<file path="src/rtl/ssf_pkg.sv">
// package: register map, field layout and carrier types for the serial status flag logic
package ssf_pkg;
    // byte addresses on the register bus
    localparam logic [4:0] SSF_OFS_CTRL = 5'h00;
    localparam logic [4:0] SSF_OFS_STATUS = 5'h04;
    localparam logic [4:0] SSF_OFS_DATA_HIGH = 5'h08;
    localparam logic [4:0] SSF_OFS_DATA_LOW = 5'h0C;
    // status_flags_one bit positions
    localparam int SSF_BIT_TX_BUFFER_EMPTY_FLAG = 7;
    localparam int SSF_BIT_TC = 6;
    localparam int SSF_BIT_RX_FULL_FLAG = 5;
    localparam int SSF_BIT_IDLE = 4;
    localparam int SSF_BIT_OVR = 3;
    localparam int SSF_BIT_NF = 2;
    localparam int SSF_BIT_FE = 1;
    localparam int SSF_BIT_PF = 0;
    // control register bit positions
    localparam int SSF_CTL_NINE = 0;
    localparam int SSF_CTL_PAR_EN = 1;
    localparam int SSF_CTL_PAR_ODD = 2;
    localparam int SSF_CTL_WAKEUP = 3;
    localparam int SSF_CTL_RIE = 4;
    // data_high positions: received ninth bit reads, transmit ninth bit writes
    localparam int SSF_DH_R8 = 7;
    localparam int SSF_DH_T8 = 6;
    // values after reset
    localparam logic [7:0] SSF_FLAGS_RST = 8'hC0;
    localparam logic [4:0] SSF_CTRL_RST = 5'h00;
    // idle line lengths in bit times
    localparam logic [3:0] SSF_IDLE_BITS_8 = 4'hA;
    localparam logic [3:0] SSF_IDLE_BITS_9 = 4'hB;

    typedef struct packed {
        logic tx_buffer_empty_flag;
        logic tc;
        logic rx_full_flag;
        logic idle;
        logic ovr;
        logic nf;
        logic fe;
        logic pf;
    } ssf_flags_t;

    typedef struct packed {
        logic read;
        logic write;
        logic [4:0] address;
        logic [31:0] writedata;
    } ssf_avl_req_t;

    typedef struct packed {
        logic load;
        logic busy;
        logic queue;
        logic line_bit;
    } ssf_tx_evt_t;

    typedef struct packed {
        logic valid;
        logic [8:0] data;
        logic parity_bit;
        logic noise;
        logic stop_low;
    } ssf_rx_evt_t;
endpackage

</file>
<file path="src/rtl/ssf_idle_detect.sv">
// idle line detector: pulses once per run of at least 10 consecutive high bit times, or 11 with nine_bits
`timescale 1ns/1ns
`default_nettype none
module ssf_idle_detect
    import ssf_pkg::*;
(
    // clock and reset
    input wire logic sys_clk,
    input wire logic rst,
    // line and timing
    input wire logic rx_level,
    input wire logic bit_tick,
    input wire logic nine_bits,
    // result
    output logic idle_pulse
);
    typedef struct packed {
        logic [3:0] count;
        logic fired;
        logic pulse;
    } ssf_idle_state_t;

    ssf_idle_state_t s_q;
    ssf_idle_state_t s_d;
    logic [3:0] target;

    always_comb
    begin
        s_d = s_q;
        s_d.pulse = 1'b0;
        target = nine_bits ? SSF_IDLE_BITS_9 : SSF_IDLE_BITS_8;
        if (bit_tick)
        begin
            if (!rx_level)
            begin
                s_d.count = 4'h0;
                s_d.fired = 1'b0;
            end
            else if (!s_q.fired)
            begin
                s_d.count = s_q.count + 4'h1;
                // one pulse per run, so a long idle line cannot retrigger
                if (s_d.count >= target)
                begin
                    s_d.pulse = 1'b1;
                    s_d.fired = 1'b1;
                end
            end
        end
    end

    always_ff @(posedge sys_clk)
    begin
        if (rst)
            s_q <= '0;
        else
            s_q <= s_d;
    end

    assign idle_pulse = s_q.pulse;
endmodule
`default_nettype wire

</file>
<file path="src/rtl/ssf_status_flags.sv">
// serial status flag logic with its register bus slave
`timescale 1ns/1ns
`default_nettype none
module ssf_status_flags
    import ssf_pkg::*;
(
    // clock and reset
    input wire logic sys_clk,
    input wire logic rst,
    // register bus
    input wire ssf_pkg::ssf_avl_req_t avl_req,
    output logic avl_waitrequest,
    output logic [31:0] avl_readdata,
    // transmit engine
    input wire ssf_pkg::ssf_tx_evt_t tx_evt,
    output logic [8:0] tx_word,
    output logic tx_word_pending,
    output logic tx_pin,
    // receive engine and line
    input wire ssf_pkg::ssf_rx_evt_t rx_evt,
    input wire logic rx_pin,
    input wire logic rx_bit_tick,
    output logic rx_hold,
    output logic frame_nine_bits,
    output logic parity_enable,
    output logic parity_kind,
    output logic rx_wakeup_standby,
    // interrupt request
    output logic rx_irq_req
);
    import ssf_pkg::*;

    typedef struct packed {
        ssf_flags_t flags;
        ssf_flags_t armed;
        logic idle_allow;
        logic busy_seen;
        logic [4:0] ctrl;
        logic [8:0] tx_word;
        logic [8:0] rx_word;
        logic rx_meta;
        logic rx_sync;
        logic waitreq;
        logic [31:0] rdata;
        logic tx_pin;
        logic tx_pending;
        logic rx_hold;
        logic irq;
    } ssf_state_t;

    ssf_state_t s_q;
    ssf_state_t s_d;
    logic idle_pulse;
    logic bus_go;
    logic st_rd;
    logic dl_rd;
    logic dl_wr;
    logic dh_wr;
    logic ctl_wr;
    logic accept;
    logic par_bad;
    logic tc_sw_clear;

    ssf_idle_detect u_idle
    (
        .sys_clk(sys_clk),
        .rst(rst),
        .rx_level(s_q.rx_sync),
        .bit_tick(rx_bit_tick),
        .nine_bits(s_q.ctrl[SSF_CTL_NINE]),
        .idle_pulse(idle_pulse)
    );

    always_comb
    begin
        s_d = s_q;
        // only the second stage is read by logic
        s_d.rx_meta = rx_pin;
        s_d.rx_sync = s_q.rx_meta;

        // one wait cycle per request, answer in the next
        bus_go = (avl_req.read || avl_req.write) && s_q.waitreq;
        s_d.waitreq = !bus_go;
        st_rd = bus_go && avl_req.read && avl_req.address == SSF_OFS_STATUS;
        dl_rd = bus_go && avl_req.read && avl_req.address == SSF_OFS_DATA_LOW;
        dl_wr = bus_go && avl_req.write && avl_req.address == SSF_OFS_DATA_LOW;
        dh_wr = bus_go && avl_req.write && avl_req.address == SSF_OFS_DATA_HIGH;
        ctl_wr = bus_go && avl_req.write && avl_req.address == SSF_OFS_CTRL;

        // read mux; unmapped addresses read zero
        s_d.rdata = '0;
        if (avl_req.address == SSF_OFS_CTRL)
            s_d.rdata[4:0] = s_q.ctrl;
        else if (avl_req.address == SSF_OFS_STATUS)
            s_d.rdata[7:0] = s_q.flags;
        else if (avl_req.address == SSF_OFS_DATA_HIGH)
        begin
            s_d.rdata[SSF_DH_R8] = s_q.rx_word[8];
            s_d.rdata[SSF_DH_T8] = s_q.tx_word[8];
        end
        else if (avl_req.address == SSF_OFS_DATA_LOW)
            s_d.rdata[7:0] = s_q.rx_word[7:0];

        if (ctl_wr)
            s_d.ctrl = avl_req.writedata[4:0];
        if (dh_wr)
            s_d.tx_word[8] = avl_req.writedata[SSF_DH_T8];
        // a status write matches none of the strobes above

        // snapshot of the flags seen set by software
        if (st_rd)
            s_d.armed = s_q.flags;

        // transmit side clears
        tc_sw_clear = 1'b0;
        if (dl_wr)
        begin
            s_d.tx_word[7:0] = avl_req.writedata[7:0];
            if (s_q.armed.tx_buffer_empty_flag)
                s_d.flags.tx_buffer_empty_flag = 1'b0;
            if (s_q.armed.tc)
            begin
                s_d.flags.tc = 1'b0;
                tc_sw_clear = 1'b1;
            end
            s_d.armed.tx_buffer_empty_flag = 1'b0;
            s_d.armed.tc = 1'b0;
        end

        // receive side clears
        if (dl_rd)
        begin
            if (s_q.armed.rx_full_flag)
                s_d.flags.rx_full_flag = 1'b0;
            if (s_q.armed.idle)
            begin
                s_d.flags.idle = 1'b0;
                s_d.idle_allow = 1'b0;
            end
            // overrun missed by the snapshot needs one more status read, then a data read
            if (s_q.armed.ovr)
                s_d.flags.ovr = 1'b0;
            if (s_q.armed.nf)
                s_d.flags.nf = 1'b0;
            if (s_q.armed.fe)
                s_d.flags.fe = 1'b0;
            if (s_q.armed.pf)
                s_d.flags.pf = 1'b0;
            s_d.armed.rx_full_flag = 1'b0;
            s_d.armed.idle = 1'b0;
            s_d.armed.ovr = 1'b0;
            s_d.armed.nf = 1'b0;
            s_d.armed.fe = 1'b0;
            s_d.armed.pf = 1'b0;
        end

        // hardware sets win over software clears, except for tc
        if (tx_evt.load)
            s_d.flags.tx_buffer_empty_flag = 1'b1;
        if (tx_evt.busy || tx_evt.queue)
            s_d.busy_seen = 1'b1;
        if (tx_evt.queue)
            s_d.flags.tc = 1'b0;
        else if (tx_evt.busy)
            s_d.flags.tc = 1'b0;
        else if (s_q.busy_seen && s_d.flags.tx_buffer_empty_flag && !tc_sw_clear)
        begin
            s_d.flags.tc = 1'b1;
            s_d.busy_seen = 1'b0;
        end
        // a clear in the same cycle keeps tc low

        // parity over the data bits of the chosen format
        par_bad = s_q.ctrl[SSF_CTL_PAR_EN]
            && ((^rx_evt.data[7:0]) ^ (s_q.ctrl[SSF_CTL_NINE] & rx_evt.data[8])
            ^ rx_evt.parity_bit ^ s_q.ctrl[SSF_CTL_PAR_ODD]);

        accept = rx_evt.valid && !s_q.rx_hold;
        if (accept)
        begin
            if (s_q.flags.rx_full_flag)
                s_d.flags.ovr = 1'b1;
            else
            begin
                s_d.rx_word = rx_evt.data;
                if (!s_q.ctrl[SSF_CTL_NINE])
                    s_d.rx_word[8] = 1'b0;
                s_d.flags.rx_full_flag = 1'b1;
                s_d.idle_allow = 1'b1;
                if (rx_evt.noise)
                    s_d.flags.nf = 1'b1;
                if (rx_evt.stop_low)
                    s_d.flags.fe = 1'b1;
                if (par_bad)
                    s_d.flags.pf = 1'b1;
            end
        end

        if (idle_pulse && s_q.idle_allow && !s_q.ctrl[SSF_CTL_WAKEUP])
            s_d.flags.idle = 1'b1;

        // reception stays blocked until the fe and ovr flags are cleared
        s_d.rx_hold = s_d.flags.fe || s_d.flags.ovr;
        s_d.irq = s_d.ctrl[SSF_CTL_RIE] && (s_d.flags.rx_full_flag || s_d.flags.ovr);
        s_d.tx_pin = s_d.flags.tc ? 1'b1 : tx_evt.line_bit;
        // registered so the engine sees a clean level, not a gate output
        s_d.tx_pending = !s_d.flags.tx_buffer_empty_flag;
    end

    always_ff @(posedge sys_clk)
    begin
        if (rst)
        begin
            s_q <= '0;
            s_q.flags <= SSF_FLAGS_RST;
            s_q.ctrl <= SSF_CTRL_RST;
            s_q.idle_allow <= 1'b1;
            s_q.waitreq <= 1'b1;
            s_q.tx_pin <= 1'b1;
            s_q.rx_meta <= 1'b1;
            s_q.rx_sync <= 1'b1;
        end
        else
            s_q <= s_d;
    end

    assign avl_waitrequest = s_q.waitreq;
    assign avl_readdata = s_q.rdata;
    assign tx_word = s_q.tx_word;
    assign tx_word_pending = s_q.tx_pending;
    assign tx_pin = s_q.tx_pin;
    assign rx_hold = s_q.rx_hold;
    assign frame_nine_bits = s_q.ctrl[SSF_CTL_NINE];
    assign parity_enable = s_q.ctrl[SSF_CTL_PAR_EN];
    assign parity_kind = s_q.ctrl[SSF_CTL_PAR_ODD];
    assign rx_wakeup_standby = s_q.ctrl[SSF_CTL_WAKEUP];
    assign rx_irq_req = s_q.irq;

    a_status_write_ignored: assert property (@(posedge sys_clk) disable iff (rst)
        (avl_req.write && avl_waitrequest && avl_req.address == SSF_OFS_STATUS
        && !tx_evt.load && !tx_evt.busy && !tx_evt.queue && !rx_evt.valid && !idle_pulse)
        |=> $stable(s_q.flags))
        else $error("status write changed a flag");

    a_tx_buffer_empty_flag_on_load: assert property (@(posedge sys_clk) disable iff (rst)
        tx_evt.load |=> s_q.flags.tx_buffer_empty_flag && !tx_word_pending)
        else $error("buffer empty not set after load");

    a_tc_clear_wins: assert property (@(posedge sys_clk) disable iff (rst)
        (tx_evt.queue || tx_evt.busy) |=> !s_q.flags.tc)
        else $error("done flag high while sending");

    a_tc_idle_pin: assert property (@(posedge sys_clk) disable iff (rst)
        s_q.flags.tc |-> tx_pin)
        else $error("transmit pin low while done");

    a_rx_full_flag_load_word: assert property (@(posedge sys_clk) disable iff (rst)
        (rx_evt.valid && !rx_hold && !s_q.flags.rx_full_flag)
        |=> s_q.flags.rx_full_flag && s_q.rx_word[7:0] == $past(rx_evt.data[7:0]))
        else $error("receive word not taken");

    a_overrun_keep_old: assert property (@(posedge sys_clk) disable iff (rst)
        (rx_evt.valid && !rx_hold && s_q.flags.rx_full_flag)
        |=> s_q.flags.ovr && $stable(s_q.rx_word) && rx_hold)
        else $error("overrun lost old word");

    a_idle_no_wakeup: assert property (@(posedge sys_clk) disable iff (rst)
        $rose(s_q.flags.idle) |-> !$past(s_q.ctrl[SSF_CTL_WAKEUP]) && $past(idle_pulse))
        else $error("idle set during standby");

    a_error_with_full: assert property (@(posedge sys_clk) disable iff (rst)
        ($rose(s_q.flags.nf) || $rose(s_q.flags.fe) || $rose(s_q.flags.pf))
        |-> $rose(s_q.flags.rx_full_flag))
        else $error("error flag set without receive full");

    a_irq_gated: assert property (@(posedge sys_clk) disable iff (rst)
        rx_irq_req |-> s_q.ctrl[SSF_CTL_RIE] && (s_q.flags.rx_full_flag || s_q.flags.ovr))
        else $error("receive interrupt without cause");

    a_clear_needs_read: assert property (@(posedge sys_clk) disable iff (rst)
        $fell(s_q.flags.rx_full_flag) |-> $past(s_q.armed.rx_full_flag))
        else $error("receive full cleared without status read");

    a_tc_queue_clear: assert property (@(posedge sys_clk) disable iff (rst)
        tx_evt.queue |=> !s_q.flags.tc)
        else $error("done flag high after queueing");

    a_fe_blocks_rx: assert property (@(posedge sys_clk) disable iff (rst)
        s_q.flags.fe |-> rx_hold)
        else $error("reception open with stop bit error");

    a_no_err_overrun: assert property (@(posedge sys_clk) disable iff (rst)
        (rx_evt.valid && !rx_hold && s_q.flags.rx_full_flag)
        |=> !$rose(s_q.flags.nf) && !$rose(s_q.flags.fe) && !$rose(s_q.flags.pf))
        else $error("error flag set on overrun frame");

    a_idle_needs_frame: assert property (@(posedge sys_clk) disable iff (rst)
        $rose(s_q.flags.idle) |-> $past(s_q.idle_allow))
        else $error("idle set again without a frame");

    a_pending_mirror: assert property (@(posedge sys_clk) disable iff (rst)
        tx_word_pending == !s_q.flags.tx_buffer_empty_flag)
        else $error("pending level disagrees with buffer empty");

    a_irq_off: assert property (@(posedge sys_clk) disable iff (rst)
        !s_q.ctrl[SSF_CTL_RIE] |-> !rx_irq_req)
        else $error("receive interrupt while disabled");

    a_bus_answer: assert property (@(posedge sys_clk) disable iff (rst)
        ((avl_req.read || avl_req.write) && avl_waitrequest) |=> !avl_waitrequest)
        else $error("bus answer late");
endmodule
`default_nettype wire

</file>
<file path="config.mk">
export PLATFORM = sky130hd
export DESIGN_NAME = ssf_status_flags
export DESIGN_NICKNAME = d
export VERILOG_FILES = /design/src/rtl/ssf_pkg.sv /design/src/rtl/ssf_idle_detect.sv /design/src/rtl/ssf_status_flags.sv
export SDC_FILE = /design/constraint.sdc
export NUM_CORES = 1
export LEC_CHECK = 0
export BUFFER_PORTS_ARGS = -buffer_cell sky130_fd_sc_hd__buf_2
export CAP_MARGIN = 20
export CORE_ASPECT_RATIO = 0.75
export CORE_MARGIN = 1.5
export CORE_UTILIZATION = 35
export CTS_CLUSTER_SIZE = 8
export DETAILED_ROUTE_END_ITERATION = 8
export GPL_TIMING_DRIVEN = 1
export RECOVER_POWER = 50
export SLEW_MARGIN = 5
export SYNTH_ARGS = -nofsm -noshare
export SYNTH_HDL_FRONTEND = slang
export SYNTH_SLANG_ARGS = --single-unit
</file>
<file path="constraint.sdc">
create_clock -name sys_clk -period 2.05 [get_ports sys_clk]
set_input_delay 0.5125 -clock sys_clk [delete_from_list [all_inputs] [get_ports sys_clk]]
set_output_delay 0.5125 -clock sys_clk [all_outputs]
set_load 0.005 [all_outputs]
</file>
==> results.txt, run 1 <==
Maxcap violations - 0
CTS tree - built
Final cell count without fillers - 476
Fin. Hold Viols - 0
Share of post-route cells with drive strength above 1 - 0.224
Longest Clk Path Bufs - 2
GRT Resource Usage Total - 0.161
Asr flop ratio synth - 0
Slew Viols, Final - 0
Final net count - 428
Width of the die - 107 um
Core ar. - 0.00788 mm2
Vias per cell - 4.67
Rows - 28
Vias in the first global route - 2,143
Worst-path fanout max - 8
EDFF count, synth - 0
Worst EP arrival - 1.94 ns
Worst path top cell family by delay - simple AND/OR/NAND/NOR gates
Antenna Cells - 0
Hold Buf Count CTS - 0
Drt first pass iters - 4
# Post-CTS Setup Buffers - 0
Reg2reg setup slack - 0.35 ns
Hold Path Cell Cnt - 2
Crit path capture type - flop
Max VDD drop - 0.314 mV
Post-detail-place hpwl - 4720 um
Initial Util - 0.360
Final setup fails - 0
Minimum clock period - 1.71 ns
Crit-path cells - buf_2 > or4b_1 > nor3b_1 > buf_4 > mux2i_1 > nor3_1
Multi-input gate area - 0.00129 mm2
Die Ht - 80.9 um
Largest net degree at the start of global routing - 34
Final ANT Viol Nets - 0
Leakage power total - 0.00136 uW
TritonCTS Buffers - 9
Synthesized area per cell - 9.05 um2
Worst slew margin - 0.437
Fmax - 586 MHz
# DRC - 0
Port bufs - 61
FF+latch area - 0.00124 mm2
Clk Latency, worst-skew pair - 0.35 ns
H-Tree Depth - 3
First-pass GRT wire length - 10,500 um
Clock Sinks - 62
R2r endpoint - s_q[68]
Area Overhead vs Synth - 17.7%
Clock skew - 0.00983 ns
Crit. Startpoint - avl_req[33]
Seq cells post-synth - 62
Final-layout fill cell count - 826
Seq/Total Area, Yosys - 0.438
WHS Endpoint - s_d[37]
Synthesis warning total - 0
Sum Neg Setup Slack - 0 ns
Num ports - 110
Vias post-DR - 2,221
Startpoint Class - input port
Hold Crit Class - in -> reg
Final Cycle Share - 0.832
Root buffer cell - clkbuf_8
GPL Wtd Cong - 0.768
Synth Flop Type - dfxtp_1
R2R depth - 5
Mapped Cells - 313
DR iter-0 viols - 68
Total grt overflow - 0
Worst path max stage delay - 0.55 ns
Worst reg2reg startpoint - avl_waitrequest
Buf+Inv Stages, Crit Path - 2
Worst path slowest cell - or4b_1
WL final - 6420 um
Hold Startpoint - rx_pin
Status - complete, no violations
PostCTS Resize Cnt - 0
Unique cell type count in the Yosys netlist - 45
PwrDens - 848 mW/mm2
Cell Area, Synth - 0.00283 mm2
Clock-pin slew of the registers on the worst-case setup and hold paths - 0.07 ns
Die ar. - 0.00865 mm2
Wirelength per Cell - 13.5 um
Worst-margin pin slew - 0.844 ns
Setup Crit Path Kind - in -> reg
Initial antenna violation count - 0
CP required - 2.29 ns
RSZ-0062 raised after global routing - no
Placed insts - 460
[cells in the mapped netlist, types with 2 or more instances]
cell type / instances / share of area
nand2_1: 30 / 0.040
buf_1: 3 / 0.0040
nor2b_1: 2 / 0.0044
buf_2: 2 / 0.0035
o21ai_0: 5 / 0.0088
xnor2_1: 7 / 0.022
mux2i_1: 22 / 0.078
a21oi_1: 20 / 0.035
nand3b_1: 2 / 0.0053
buf_4: 43 / 0.11
a22oi_1: 9 / 0.024
dfxtp_1: 62 / 0.44
nand3_1: 5 / 0.0088
clkbuf_1: 8 / 0.011
nor2_1: 30 / 0.040
inv_1: 5 / 0.0066
a221oi_1: 2 / 0.0062
and2_0: 2 / 0.0044
and3_1: 4 / 0.0088
a311oi_1: 2 / 0.0062
nor3_1: 12 / 0.021
nor4_1: 2 / 0.0044
or2_2: 2 / 0.0044
nand4_1: 6 / 0.013
nor3b_1: 3 / 0.0079
xor2_1: 3 / 0.0093
ha_1: 2 / 0.0088
[report_power, final]
| group | internal (uW) | total (uW) | switching (uW) |
|---|---|---|---|
| sequential | 1240 | 1270 | 26.0 |
| clock | 810 | 1320 | 507 |
| combinational | 107 | 247 | 139 |
| total | 2160 | 2830 | 672 |
[final cells by class]
type                       count  area share
multi-input combinational    213       0.386
sequential                    62       0.372
timing repair buffer          75       0.123
tap                          105      0.0394
clock buffer                   9      0.0371
clock inverter                 7      0.0368
inverter                       5     0.00563
[worst max path at each step]
stage / slack (ns) / depth (start not counted) / endpoint
6_report: 0.34 / 6 / s_q[68]
2_1_floorplan: 0.24 / 5 / tx_word[7]
3_5_place_dp: 0.02 / 6 / s_q[68]
4_1_cts: 0.36 / 5 / s_q[68]
3_3_place_gp: 0.06 / 6 / s_q[64]
5_1_grt: 0.23 / 5 / s_q[71]
[cell families after synthesis]
| family | Yosys count | synth area share |
|---|---|---|
| other | 1 | 0.00132 |
| XOR/XNOR | 11 | 0.0389 |
| adder cells (fa/ha/maj) | 2 | 0.00883 |
| AND/OR/NAND/NOR | 108 | 0.191 |
| AO/OA/AOI/OAI | 46 | 0.106 |
| multiplexers | 22 | 0.0777 |
| buffers and inverters | 61 | 0.139 |
| flip-flops | 62 | 0.438 |
[routing by layer]
| layer | GRT usage | part of all wire | vias up |
|---|---|---|---|
| li1 | - | - | 1123 |
| met1 | 0.201 | 0.49 | 1032 |
| met2 | 0.253 | 0.45 | 58 |
| met3 | 0.0538 | 0.055 | 8 |
| met4 | 0.0720 | 0.015 | 0 |
| met5 | 0 | 0 | - |
[cell usage in the layout, fill, tap and decap left out, drive strengths merged, types with 2 or more instances in the layout]
cell type,count
buf,61
dfxtp,62
nor3b,3
xnor2,7
and2,3
mux2i,22
nor4,2
a311oi,3
nand3b,2
nor2b,2
clkinv,2
or2,3
clkbuf,23
o21ai,5
a221oi,2
nor4b,2
nor2,30
a22oi,9
inv,5
conb,24
nand3,5
xor2,3
nand2,30
a21oi,20
nand4,6
clkinvlp,2
bufinv,3
and3,4
nor3,13
ha,2
[through the flow]
stage	hold WS, ns	worst slack (ns)	util	instance area (um2)	power (uW)
after floorplan	0.389	0.235	-	2920	1470
after global placement	0.395	0.0643	0.395	3110	1540
after detailed placement	0.392	0.0194	0.395	3110	1550
after CTS	0.333	0.361	0.426	3360	2850
after global routing	0.336	0.228	0.423	3340	2940
final	0.338	0.344	0.423	3340	2830
[flip-flops by register name, summed over array words and instances, names as in the netlist, 5 cells and up]
| signal | flops |
|---|---|
| tx_word | 9 |
| u_idle.s_q | 5 |
| avl_readdata | 8 |
| s_q | 29 |
Note: power is estimated with default switching activity, not from simulation.
==> inputs of run 2 (changes only) <==
==> constraint.sdc (replaced) <==
create_clock -name sys_clk -period 1.4 [get_ports sys_clk]
set_input_delay 0.35 -clock sys_clk [delete_from_list [all_inputs] [get_ports sys_clk]]
set_output_delay 0.35 -clock sys_clk [all_outputs]
set_load 0.005 [all_outputs]
==> run 2 against run 1 <==
Net effect: the run now ends with setup timing left; cell area is 8.1% higher; first-iteration DRC count is 7.4% lower; critical path depth stayed put; clock-buffer cell count stayed put; die area stayed put; sequential power is 46% higher; final cell count is 4.6% higher; sequential share of layout area is 2.7 points lower; largest power group is now sequential cells.
==> results.txt, run 2 (synthesis results as in run 1) <==
Status - finished with violations
Failing checks - setup timing
Clock-pin slew of the registers on the worst-case setup and hold paths - 0.07 ns (about the same)
Max reg flops - 29 (unchanged)
FF+latch area - 0.00124 mm2 (+0.30%)
Final ANT Viol Nets - 0 (unchanged)
Vias in the first global route - 2,231 (+4.1%)
Most common cell after layout, fill and taps aside - dfxtp_1
Reg2reg setup slack - 0.04 ns (-0.31 ns)
Clock Sinks - 62 (unchanged)
Multi-input gate area - 0.00139 mm2 (+8.0%)
Share of post-route cells with drive strength above 1 - 0.351 (+0.127)
Clock skew - 0.00265 ns (-0.00719 ns)
Setup Crit Path Kind - in -> reg
Vias per cell - 4.68 (+0.32%)
TritonCTS Buffers - 9 (unchanged)
GRT Resource Usage Total - 0.169 (+0.00824)
# DRC - 0 (unchanged)
Fin. Hold Viols - 0 (unchanged)
Final Cycle Share - 1.03
Wirelength per Cell - 13.3 um (-1.6%)
Fmax - 691 MHz
Worst-path fanout max - 8 (unchanged)
Area Overhead vs Synth - 27.3%
Die Ht - 80.9 um (unchanged)
Crit-path cells - buf_8 > or4b_4 > nor3b_4 > buf_6 > mux2i_1 > nor3_1
CP required - 1.63 ns (-0.66 ns)
Hold Path Cell Cnt - 3 (+1)
Leakage power total - 0.00156 uW (+14%)
R2R depth - 5 (unchanged)
CTS tree - built
Worst path max stage delay - 0.56 ns (about the same)
Fin util - 0.458 (+0.0344)
Core ar. - 0.00788 mm2 (unchanged)
Vias post-DR - 2,331 (+5.0%)
Final-layout fill cell count - 812 (-1.7%)
Slew Viols, Final - 0 (unchanged)
Post-detail-place hpwl - 4890 um (+3.7%)
WL final - 6610 um (+3.0%)
Clk Latency, worst-skew pair - 0.34 ns (about the same)
Sum Neg Setup Slack - -0.246 ns (-0.246 ns)
H-Tree Depth - 3 (unchanged)
Root buffer cell - clkbuf_8
Worst EP arrival - 1.68 ns (-0.26 ns)
Port bufs - 61 (unchanged)
Initial antenna violation count - 0 (unchanged)
Total power - 4010 uW (+42%)
Minimum clock period - 1.45 ns
Maxcap violations - 0 (unchanged)
Num ports - 110 (unchanged)
Largest net degree at the start of global routing - 37 (+8.8%)
Total grt overflow - 0 (unchanged)
Antenna Cells - 0 (unchanged)
Final net count - 450 (+5.1%)
PwrDens - 1110 mW/mm2 (+31%)
RSZ-0062 raised after global routing - yes
Largest Register - s_q
Max VDD drop - 0.555 mV (+77%)
Longest Clk Path Bufs - 2 (unchanged)
Final WS setup - -0.0481 ns (-0.392 ns)
GPL Wtd Cong - 0.808 (+5.2%)
Crit path capture type - flop
Initial Util - 0.360 (unchanged)
Final setup fails - 8 (+8)
Rows - 28 (unchanged)
DP Worst Slack - -0.407 ns (-0.426 ns)
Drt first pass iters - 4 (unchanged)
Die ar. - 0.00865 mm2 (unchanged)
Startpoint Class - input port
Width of the die - 107 um (unchanged)
Commonest cells after routing, fill and taps aside - 59 x dfxtp_1, 58 x buf_2, 32 x buf_4
First-pass GRT wire length - 11,000 um (+5.3%)
Hold Buf Count CTS - 0 (unchanged)
Hold Crit Class - in -> reg
Worst path slowest cell - or4b_4
DR iter-0 viols - 63 (-7.4%)
-- run 2: changes by cell type in the layout (fill, tap and decap cells not counted), moves of 4 or more --
cell	delta
buf_4	+22
buf_2	+10
clkinv_2	+4
clkbuf_1	-13
-- run 2: stage by stage --
stage | hold slack (ns) | cells | instance area, um2
floorplan | 0.389 | 336 | 2980
global placement | 0.407 | 481 | 3300
detailed placement | 0.409 | 481 | 3300
CTS | 0.167 | 497 | 3540
global route | 0.171 | 498 | 3610
finish | 0.190 | 498 | 3610
-- run 2: power breakdown --
part           internal [uW]  total [uW]  switching [uW]
clock                    992        1710             722
sequential              1820        1850            34.4
combinational            215         444             229
total                   3020        4010             985
-- run 2: area by class of cell --
class,instances,area share
Inverter,5,0.00520
Sequential cell,62,0.345
Multi-Input combinational cell,213,0.385
Tap cell,105,0.0364
Clock buffer,9,0.0343
Clock inverter,7,0.0246
Timing Repair Buffer,97,0.169
-- run 2: critical path: cells and delay by family --
family	cells	cell delay, ns
buf+inv	2	0.28
mux	1	0.20
simple gates	3	0.84
-- run 2: timing repair --
action	in CTS	in global routing
gates cloned	0	0
setup buffers	0	1
setup endpoints to repair	14	20
pin swaps	0	7
hold endpoints to repair	0	0
gates resized for setup	9	16
-- run 2: final timing paths --
| path | start | end |
|---|---|---|
| setup / recovery | avl_req[32] | s_q[69] |
| hold / removal | tx_evt[0] | tx_pin |
| setup reg to reg | avl_waitrequest | s_q[69] |
| hold reg to reg | s_d[37] | s_q[37] |
-- run 2: metal layers --
metal | share of wire | vias up | GRT usage
met4 | 0.017 | 0 | 0.0787
met5 | 0 | - | 0
met2 | 0.44 | 64 | 0.250
met1 | 0.49 | 1094 | 0.226
met3 | 0.054 | 9 | 0.0506
li1 | - | 1164 | -
